File: config.mk
export PLATFORM = sky130hd
export DESIGN_NAME = lcd_ram_writer
export DESIGN_NICKNAME = d
export VERILOG_FILES = /design/src/hdl/sync2.v /design/src/hdl/lcd_ram_writer.v
export VERILOG_INCLUDE_DIRS = /design/src /design/src/include
export SDC_FILE = /design/constraint.sdc
export NUM_CORES = 1
export LEC_CHECK = 0
export ABC_AREA = 1
export BUFFER_PORTS_ARGS = -buffer_cell sky130_fd_sc_hd__buf_2
export CORE_ASPECT_RATIO = 1.75
export CORE_MARGIN = 2
export CORE_UTILIZATION = 40
export CTS_BUF_LIST = sky130_fd_sc_hd__clkbuf_8
export DETAILED_ROUTE_END_ITERATION = 16
export MAX_ROUTING_LAYER = met4
export SYNTH_ARGS = -nofsm -noshare
export SYNTH_HDL_FRONTEND = slang
export SYNTH_SLANG_ARGS = --single-unit
export TNS_END_PERCENT = 10
File: constraint.sdc
create_clock -name core_clk -period 3.2 [get_ports core_clk]
set_input_delay 0.64 -clock core_clk [delete_from_list [all_inputs] [get_ports core_clk]]
set_output_delay 0.64 -clock core_clk [all_outputs]
set_load 0.02 [all_outputs]
File: src/include/lcd_ram_defines.vh
// constants for the display ram write addressing block
`ifndef LCD_RAM_DEFINES_VH
`define LCD_RAM_DEFINES_VH

// ----------------------------------------------------------------
// register word index (byte address = index * 4)
// ----------------------------------------------------------------
`define REG_CTRL 6'h00
`define REG_PTR 6'h01
`define REG_DEVSEL 6'h02
`define REG_DATA 6'h03
`define REG_STATUS 6'h04
`define REG_RAMCOL 6'h05

// ----------------------------------------------------------------
// field positions and widths
// ----------------------------------------------------------------
`define CTRL_MODE_LSB 0
`define PTR_W 6
`define SUB_W 3
`define STATUS_MATCH_BIT 3
`define STATUS_BUSY_BIT 4

// ----------------------------------------------------------------
// drive modes
// ----------------------------------------------------------------
`define MODE_STATIC 2'h0
`define MODE_MUX2 2'h1
`define MODE_MUX3 2'h2
`define MODE_MUX4 2'h3

// ----------------------------------------------------------------
// reset values and sizes
// ----------------------------------------------------------------
`define RST_MODE 2'h0
`define RST_PTR 6'h00
`define RST_SUB 3'h0
`define LAST_COL 6'h27
`define RAM_ROWS 4
`define RAM_COLS 40

`endif

File: src/hdl/sync2.v
// two flip-flop synchroniser for a group of quasi-static levels
`timescale 1ns/1ps
module sync2 #(
  parameter WIDTH = 3
) (
  // clock and reset
  input wire core_clk,
  input wire rst_n,
  // levels
  input wire [WIDTH-1:0] asyncIn,
  output reg [WIDTH-1:0] syncOut
);

  reg [WIDTH-1:0] stage1;

  // the group may be sampled as one word only because the pins are
  // held steady while the device is being accessed
  always @(posedge core_clk or negedge rst_n) begin
    if (!rst_n) begin
      stage1 <= {WIDTH{1'b0}};
      syncOut <= {WIDTH{1'b0}};
    end else begin
      stage1 <= asyncIn;
      syncOut <= stage1;
    end
  end

endmodule // sync2

File: src/hdl/lcd_ram_writer.v
// display ram write addressing with ahb-lite register access
//
// The placing of the registers and register access over AHB-Lite were decided locally.
`timescale 1ns/1ps
`include "lcd_ram_defines.vh"

module lcd_ram_writer (
  // clock and reset
  input wire core_clk,
  input wire rst_n,
  // ahb-lite slave
  input wire hsel,
  input wire [31:0] haddr,
  input wire [1:0] htrans,
  input wire hwrite,
  input wire [2:0] hsize,
  input wire [31:0] hwdata,
  input wire hready,
  output reg [31:0] hrdata,
  output reg hreadyout,
  output reg hresp,
  // hardware subaddress pins
  input wire hw_subaddr_pin_bit0,
  input wire hw_subaddr_pin_bit1,
  input wire hw_subaddr_pin_bit2,
  // display ram, column c row r at bit c*4+r
  output reg [`RAM_COLS*`RAM_ROWS-1:0] ramBits
);

  // ----------------------------------------------------------------
  // writer states
  // ----------------------------------------------------------------
  localparam ST_IDLE = 2'b00;
  localparam ST_SHIFT = 2'b01;
  localparam ST_FINISH = 2'b10;

  reg [1:0] state;
  reg [1:0] mode;
  reg [`PTR_W-1:0] col;
  reg [1:0] row;
  reg [`SUB_W-1:0] subCnt;
  reg [7:0] shiftReg;
  reg [7:0] lastByte;
  reg [2:0] bitCnt;
  reg [`PTR_W-1:0] viewCol;
  reg phase;
  reg phaseWr;
  reg [5:0] phaseIdx;
  wire [`SUB_W-1:0] subPin;
  wire accept;
  wire match;
  wire rowLast;
  wire [7:0] bitIdx;
  wire dataWrite;
  wire regWrite;

  // ----------------------------------------------------------------
  // helpers
  // ----------------------------------------------------------------
  // last row used per column; the column count per byte follows from it
  function [1:0] lastRow;
    input [1:0] m;
    begin
      case (m)
        `MODE_STATIC: lastRow = 2'h0;
        `MODE_MUX2: lastRow = 2'h1;
        `MODE_MUX3: lastRow = 2'h2;
        default: lastRow = 2'h3;
      endcase
    end
  endfunction

  function overflow;
    input [`PTR_W-1:0] c;
    begin
      overflow = (c == `LAST_COL);
    end
  endfunction

  function [`PTR_W-1:0] stepCol;
    input [`PTR_W-1:0] c;
    begin
      if (overflow(c)) begin
        stepCol = `RST_PTR;
      end else begin
        stepCol = c + 6'h01;
      end
    end
  endfunction

  // ----------------------------------------------------------------
  // subaddress pins
  // ----------------------------------------------------------------
  sync2 #(
    .WIDTH(`SUB_W)
  ) subSync (
    .core_clk(core_clk),
    .rst_n(rst_n),
    .asyncIn({hw_subaddr_pin_bit2, hw_subaddr_pin_bit1,
      hw_subaddr_pin_bit0}),
    .syncOut(subPin)
  );

  assign match = (subCnt == subPin);
  assign rowLast = (row == lastRow(mode));
  assign bitIdx = {col, row};
  assign accept = hsel && htrans[1] && hready;
  assign dataWrite = phase && phaseWr && (phaseIdx == `REG_DATA);
  assign regWrite = phase && phaseWr && hreadyout;

  // ----------------------------------------------------------------
  // read multiplexer
  // ----------------------------------------------------------------
  function [31:0] readWord;
    input [5:0] idx;
    begin
      readWord = 32'h00000000;
      if (idx == `REG_CTRL) begin
        readWord[1:0] = mode;
      end else if (idx == `REG_PTR) begin
        readWord[`PTR_W-1:0] = col;
      end else if (idx == `REG_DEVSEL) begin
        readWord[`SUB_W-1:0] = subCnt;
      end else if (idx == `REG_DATA) begin
        readWord[7:0] = lastByte;
      end else if (idx == `REG_STATUS) begin
        readWord[`SUB_W-1:0] = subPin;
        readWord[`STATUS_MATCH_BIT] = match;
        readWord[`STATUS_BUSY_BIT] = (state != ST_IDLE);
      end else if (idx == `REG_RAMCOL) begin
        readWord[3:0] = ramBits[{viewCol, 2'b00} +: 4];
        readWord[13:8] = viewCol;
      end
    end
  endfunction

  // ----------------------------------------------------------------
  // bus slave
  // ----------------------------------------------------------------
  // reads answer with no wait state; data writes hold hreadyout low
  // until every bit of the byte has been placed, so a second byte
  // can never overtake the first
  always @(posedge core_clk or negedge rst_n) begin
    if (!rst_n) begin
      phase <= 1'b0;
      phaseWr <= 1'b0;
      phaseIdx <= 6'h00;
      hrdata <= 32'h00000000;
      hresp <= 1'b0;
    end else begin
      hresp <= 1'b0;
      if (accept) begin
        phase <= 1'b1;
        phaseWr <= hwrite;
        phaseIdx <= haddr[7:2];
        hrdata <= hwrite ? 32'h00000000 : readWord(haddr[7:2]);
      end else if (phase && hreadyout) begin
        phase <= 1'b0;
      end
    end
  end

  // ----------------------------------------------------------------
  // pointer, subaddress counter and byte placement
  // ----------------------------------------------------------------
  always @(posedge core_clk or negedge rst_n) begin
    if (!rst_n) begin
      state <= ST_IDLE;
      hreadyout <= 1'b1;
      mode <= `RST_MODE;
      col <= `RST_PTR;
      row <= 2'h0;
      subCnt <= `RST_SUB;
      shiftReg <= 8'h00;
      lastByte <= 8'h00;
      bitCnt <= 3'h0;
      viewCol <= `RST_PTR;
      ramBits <= {(`RAM_COLS*`RAM_ROWS){1'b0}};
    end else begin
      if (accept && hwrite && haddr[7:2] == `REG_DATA) begin
        hreadyout <= 1'b0;
      end
      if (regWrite) begin
        if (phaseIdx == `REG_CTRL) begin
          mode <= hwdata[`CTRL_MODE_LSB +: 2];
        end else if (phaseIdx == `REG_PTR) begin
          // out-of-range loads fall back to column 0
          if (hwdata[`PTR_W-1:0] > `LAST_COL) begin
            col <= `RST_PTR;
          end else begin
            col <= hwdata[`PTR_W-1:0];
          end
          row <= 2'h0;
        end else if (phaseIdx == `REG_DEVSEL) begin
          subCnt <= hwdata[`SUB_W-1:0];
        end else if (phaseIdx == `REG_RAMCOL) begin
          if (hwdata[`PTR_W-1:0] > `LAST_COL) begin
            viewCol <= `RST_PTR;
          end else begin
            viewCol <= hwdata[`PTR_W-1:0];
          end
        end
      end
      case (state)
        ST_IDLE: begin
          if (dataWrite && !hreadyout) begin
            shiftReg <= hwdata[7:0];
            lastByte <= hwdata[7:0];
            bitCnt <= 3'h0;
            state <= ST_SHIFT;
          end
        end
        ST_SHIFT: begin
          // one bit per cycle, msb first, down the rows of a column
          if (match) begin
            ramBits[bitIdx] <= shiftReg[7];
          end
          shiftReg <= {shiftReg[6:0], 1'b0};
          bitCnt <= bitCnt + 3'h1;
          if (rowLast) begin
            row <= 2'h0;
            col <= stepCol(col);
            if (overflow(col)) begin
              // counter moves between bits, so the rest of the byte
              // lands in the next device of the cascade
              subCnt <= subCnt + 3'h1;
            end
          end else begin
            row <= row + 2'h1;
          end
          if (bitCnt == 3'h7) begin
            state <= ST_FINISH;
          end
        end
        ST_FINISH: begin
          // a partly used column still counts as one step
          if (row != 2'h0) begin
            row <= 2'h0;
            col <= stepCol(col);
            if (overflow(col)) begin
              subCnt <= subCnt + 3'h1;
            end
          end
          hreadyout <= 1'b1;
          state <= ST_IDLE;
        end
        default: begin
          state <= ST_IDLE;
        end
      endcase
    end
  end

endmodule // lcd_ram_writer

* Word-level counts from Yosys, hierarchy flattened *
Cells that the tools add are included.

storage, ports and cells
  bits of input ports = 77
  word-level logic and storage cells = 125
  register bits after elaboration = 247
  output and inout bits = 194

operators by class
  shift-type cells = 1
  equality and inequality tests = 19
  order comparisons = 3
  bitwise operators = 3
  muxes and demuxes = 52
  reduce and logical (&&, ||, !) cells = 26
  add/subtract/negate cells = 4

operators by type and width
  cell                                                                                  number
  160-bit bitwise mux                                                                   1
  160-bit by 9-bit indexed part select with 4-bit output                                1
  6-bit 2-to-1 mux                                                                      11
  3-bit 2-to-1 mux                                                                      10
  6-bit by 2-bit equality test with 1-bit output (second input constant)                4
  6-bit by 3-bit equality test with 1-bit output (second input constant)                3
  2-bit 2-to-1 mux                                                                      8
  8-bit 2-to-1 mux                                                                      2
  8-bit one-hot mux with 2 select lines                                                 1
  14-bit 2-to-1 mux                                                                     1
  6-bit by 1-bit equality test with 1-bit output (second input constant)                2
  6-bit zero test                                                                       2
  12-bit 2-to-1 mux                                                                     1
  3-bit one-hot mux with 2 select lines                                                 2
  6-bit one-hot mux with 2 select lines                                                 1
  11-bit 2-to-1 mux                                                                     1
  1-bit logical AND                                                                     10
  2-bit AND reduction                                                                   5
  2-bit nonzero test                                                                    5
  8-bit by 9-bit less-than comparator with 1-bit output (second input constant)         1
  1-bit demux with 8-bit select                                                         1
  8-bit by 1-bit greater-or-equal comparator with 1-bit output (second input constant)  1
  4-bit 2-to-1 mux                                                                      2
  2-bit one-hot mux with 2 select lines                                                 2
  18 further kinds                                                                      30

* Logic depth before layout (Yosys ltp) *
  depth in word-level cells = 8
  mapped depth = 18
  mapped depth without buffers = 15

* Hierarchy *
From an unflattened synthesis, not the netlist that was laid out.

second synthesis, totals
  cell total of the unflattened synthesis = 1,483
  area total of the unflattened synthesis = 11,578.6 um^2

modules (own cells, without submodules)
  module          seq. area each (um^2)  cells an instance  area each (um^2)  times used
  lcd_ram_writer  5,581.6                1,477              11,428.5          1
  sync2           150.1                  6                  150.1             1

* Worst setup path after synthesis *
No wires, ideal clock.

  kind = input to register
  from = input haddr[6]
  to = register hrdata[4]
  stages = 6
  required time = 3.071 ns
  setup time = 0.129 ns
  arrival = 1.829 ns
  path slack = 1.242 ns
  path buffers = 0
  cell sequence = inv_1 -> nand2_1 -> nor4_1 -> inv_1 -> o21ai_0 -> o21ai_0

between the ends
  word-level cells in the longest chain between the ends = 7
  elaborated cells between the ends (all ways) = 11
  classes of those cells = eq/ne: 4; mux: 6; reduce/logical: 1

ends and longest elaborated chain
  item                                                      line                  RTL
  from (decl)                                               lcd_ram_writer.v:13   input wire [31:0] haddr,
  6-bit by 3-bit equality test with 1-bit output (no line)  -
  1-bit 2-to-1 mux                                          lcd_ram_writer.v:126  end else if (idx == `REG_STATUS) begin
  5-bit 2-to-1 mux                                          lcd_ram_writer.v:124  end else if (idx == `REG_DATA) begin
  11-bit 2-to-1 mux                                         lcd_ram_writer.v:122  end else if (idx == `REG_DEVSEL) begin
  6-bit 2-to-1 mux                                          lcd_ram_writer.v:120  end else if (idx == `REG_PTR) begin
  12-bit 2-to-1 mux (*)                                     lcd_ram_writer.v:118  if (idx == `REG_CTRL) begin
  14-bit 2-to-1 mux (*)                                     lcd_ram_writer.v:156  hrdata <= hwrite ? 32'h00000000 : readWord(haddr[7:2]);
  to (signal assigned)                                      lcd_ram_writer.v:156
  to (decl)                                                 lcd_ram_writer.v:19   output reg [31:0] hrdata,

Mark *: on every way between the ends. The rest lies on a longest branch, timed or not.
A chain may end at the register's enable or synchronous reset.

* Worst setup path in the final report *
  from = register state[1]
  to = register ramBits[114]

between the ends
  word-level cells in the longest chain between the ends = 2

ends and longest elaborated chain
  item                                            line                  RTL
  from (decl)                                     lcd_ram_writer.v:37   reg [1:0] state;
  from (signal assigned)                          lcd_ram_writer.v:168  state <= ST_IDLE;
  from (signal assigned)                          lcd_ram_writer.v:210  state <= ST_SHIFT;
  from (signal assigned)                          lcd_ram_writer.v:232  state <= ST_FINISH;
  2-bit by 1-bit equality test with 1-bit output  lcd_ram_writer.v:204  case (state)
  2-bit AND reduction (no line)                   -
  to (signal assigned)                            lcd_ram_writer.v:178  ramBits <= {(`RAM_COLS*`RAM_ROWS){1'b0}};
  to (signal, indexed assignment)                 lcd_ram_writer.v:216  ramBits[bitIdx] <= shiftReg[7];
  to (decl)                                       lcd_ram_writer.v:27   output reg [`RAM_COLS*`RAM_ROWS-1:0] ramBits

No other way between the ends.

==> results by group <==
Clock network
  • Clock Tree Root: clkbuf_8
  • # hold bufs at CTS: 0
  • Clock slew at reported path FFs: 0.07 ns
  • Num Clock Sinks: 229
  • Cts repair resizes: 0
  • CTS tree: yes
  • Clock latency on the worst-skew pair: 0.55 ns
  • CTS buffer count: 37
  • Maximum clock path buffer count: 3
  • H-tree levels: 2
  • Post-CTS setup buffers: 0

Place
  • Placed cell area: 0.01323 mm^2
  • # port buffers: around 200
  • Final HPWL DP: 28.85 mm
  • Global placement routability congestion: 0.9302

Timing
  • RSZ-0062 raised after global routing: no
  • Final worst path period share: 0.7858
  • Worst-Margin Slew: 1.038 ns
  • Post-route minimum period: 2.515 ns
  • Hold slack final: roughly 0.11 ns
  • Slew HR: 0.3079
  • Max Fclk: 397.7 MHz
  • Final setup fails: 0
  • Final Max Tran Viols: 0
  • Final Hold Vio Count: 0
  • Post-Route Skew: 0.02120 ns
  • Post-route setup TNS: 0 ns

Critical path
  • Max Fanout on Critical Path: 22
  • CP most frequent cell: inv_1
  • Max incr delay on CP: 0.42 ns
  • CP top delay family: buffers and inverters
  • Worst flop-to-flop path startpoint: state[1]
  • Arr. time, crit path: 2.93 ns
  • Worst EP required: 3.62 ns
  • CP startpoint: state[1]
  • CP Buf/Inv Count: 4
  • Worst setup EP type: register
  • Crit Path Class: reg2reg
  • Sequence of cells on the critical path: inv_1 -> ha_1 -> inv_1 -> nor2_8 -> inv_4 -> nor3_4 -> buf_4 -> nand2_1 -> mux2_1
  • Startpoint types: register
  • Slowest-stage cell, CP: ha_1

Power
  • Clock power frac: 0.338
  • Total Power: ~0.0078 W
  • P_int: around 0.0049 W
  • VDD IR-drop max: 0.0005016 V
  • Logic pwr share: 0.240
  • PwrDens: 555.1 mW/mm^2
  • Switching share of power: 0.3635
  • Net switching power: 0.002818 W
  • P_leak: 7.196 nW
  • Sequential power share: 0.422

Yosys
  • Post-synth top area share: 0.4794
  • Seq/Total Area, Yosys: 0.4816
  • Number of flops mapped to enable cells by yosys: 0
  • Syn Inst Count: 1478
  • Synth warn: 0
  • Ranking of synthesized cells by area: dfrtp_1 (48%), nand2_1 (12%), nand3_1 (5.8%)
  • Netlist cell types: 40
  • Mapped cell area: roughly 0.012 mm^2
  • Most frequent cells after synthesis: nand2_1 (380), dfrtp_1 (228), nand3_1 (138)
  • Synth async-reset ratio: 1.000
  • Most common cell in the netlist: nand2_1
  • Top_reg_cell synth: dfrtp_1
  • Number of synthesized register bits: 229
  • Area leader, netlist: dfrtp_1
  • Mean Syn Cell Area: 8.052 um^2

Finish
  • Filler cells: 2949
  • Antenna diodes: 0
  • Area of the multi-input gates: 0.005213 mm^2
  • Layout cells sized above 1: 0.2101
  • Sequential cell area: between 0.005 and 0.006 mm^2
  • Nets@finish: 1747
  • Final Cell Area: 0.01397 mm^2
  • Final Util: 0.4770
  • Synth-to-layout area growth: 17.37%

Floorplan
  • Die W: 134.4 um
  • Core ar.: 0.02929 mm^2
  • FP Rows: 83
  • Starting Density: 0.4064
  • Ports: 271
  • Die height: 232.2 um
  • Die area: around 0.031 mm^2

Drt
  • DRC violations left: 0
  • Drt wl/cell: about 20 um
  • Post-route ant nets: 0
  • Routed wire length: 41.21 mm
  • TritonRoute pass-1 iters: 5
  • DRT iter0 DRCs: 807
  • Routed via count: roughly 11000
  • Vias/cell: 5.312

GRT
  • First-pass GRT wire length: 61.71 mm
  • Grt ovf: 0
  • Gr usage total: 0.2708
  • Initial antenna violation count: 0
  • Vias in the first global route: 10350
  • Largest net degree at the start of global routing: 93

Min path
  • Worst min path class: in2async

Outcome
  • Outcome: finished clean

Job
  • Max-cap violations: 0
-- path summary, 6_finish.rpt --
| kind | depth (start not counted) | to | slack [ns] |
|---|---|---|---|
| min in group core_clk | 1 | subSync.stage1[2] | 0.19 |
| hold reg to reg | 0 | subSync.syncOut[2] | 0.34 |
| setup / recovery | 9 | ramBits[114] | 0.69 |
| setup reg to reg | 9 | ramBits[114] | 0.69 |
| hold / removal | 1 | ramBits[48] | 0.11 |
| max in group asynchronous | 2 | hreadyout | 2.23 |
-- kinds of logic after synthesis --
| kind of cell | count (synthesis) | synth area share |
|---|---|---|
| flip-flops | 229 | 0.4816 |
| multiplexers | 48 | 0.04794 |
| AO/OA/AOI/OAI | 292 | 0.1326 |
| other | 1 | 0.0003151 |
| buffers and inverters | 242 | 0.08715 |
| AND/OR/NAND/NOR | 642 | 0.2283 |
| XOR/XNOR | 10 | 0.007359 |
| adder cells (fa/ha/maj) | 14 | 0.01472 |
-- cell usage in the layout, fill, tap and decap left out, types with 3 or more instances in the layout --
master and count:
mux2_4 8, xnor2_1 5, nor4_2 3, or2_2 3, clkinv_2 6, inv_2 3
o211ai_1 7, o22ai_1 6, buf_2 196, o21ai_0 94, clkbuf_8 44, dfrtp_1 226
nor4_1 6, nor3_1 5, nor2_1 97, xor2_1 5, buf_4 32, conb_1 19
ha_1 14, nand3_1 138, buf_12 4, clkinv_1 3, a31oi_1 59, inv_1 134
a21oi_1 122, mux2_2 38, nand2_1 380
-- through the flow --
step | instances | setup WS, ns
after floorplan | 1496 | 1.242
after global placement | 1999 | 0.7248
after detailed placement | 1999 | 0.6685
after CTS | 2062 | 0.6534
after global routing | 2062 | 0.4150
final | 2062 | 0.6853
-- power groups by stage --
stage | logic (W) | registers [W] | clock network (W)
after floorplan | 0.00116 | 0.00331 | 0
after global placement | 0.00184 | 0.00331 | 0
after detailed placement | 0.00186 | 0.00332 | 0
after CTS | 0.00187 | 0.00327 | 0.00267
after global routing | 0.00203 | 0.00329 | 0.00279
final | 0.00186 | 0.00327 | 0.00262
-- registers in the layout, indices dropped and copies added (netlist names), 3 cells and up --
name / cells
subCnt: 3
col: 6
lastByte: 8
viewCol: 6
subSync.stage1: 3
bitCnt: 3
hrdata: 14
subSync.syncOut: 3
shiftReg: 8
phaseIdx: 6
ramBits: 160
-- cell type report --
cell class                 count  share of cell area
sequential                   229              0.4105
multi-input combinational   1025              0.3732
timing repair buffer         233             0.09423
clock buffer                  44             0.04335
inverter                     130             0.03511
tap                          382             0.03422
clock inverter                19            0.009405
-- per-layer routing --
metal | global-route usage | part of all wire | vias to the layer above
li1 | - | - | 5195
met3 | 0.05086 | 0.071 | 128
met2 | 0.4589 | 0.51 | 485
met1 | 0.2922 | 0.35 | 5146
met4 | 0.1638 | 0.069 | 0
met5 | - | 0 | -
Power figures use the tool's default switching activity.
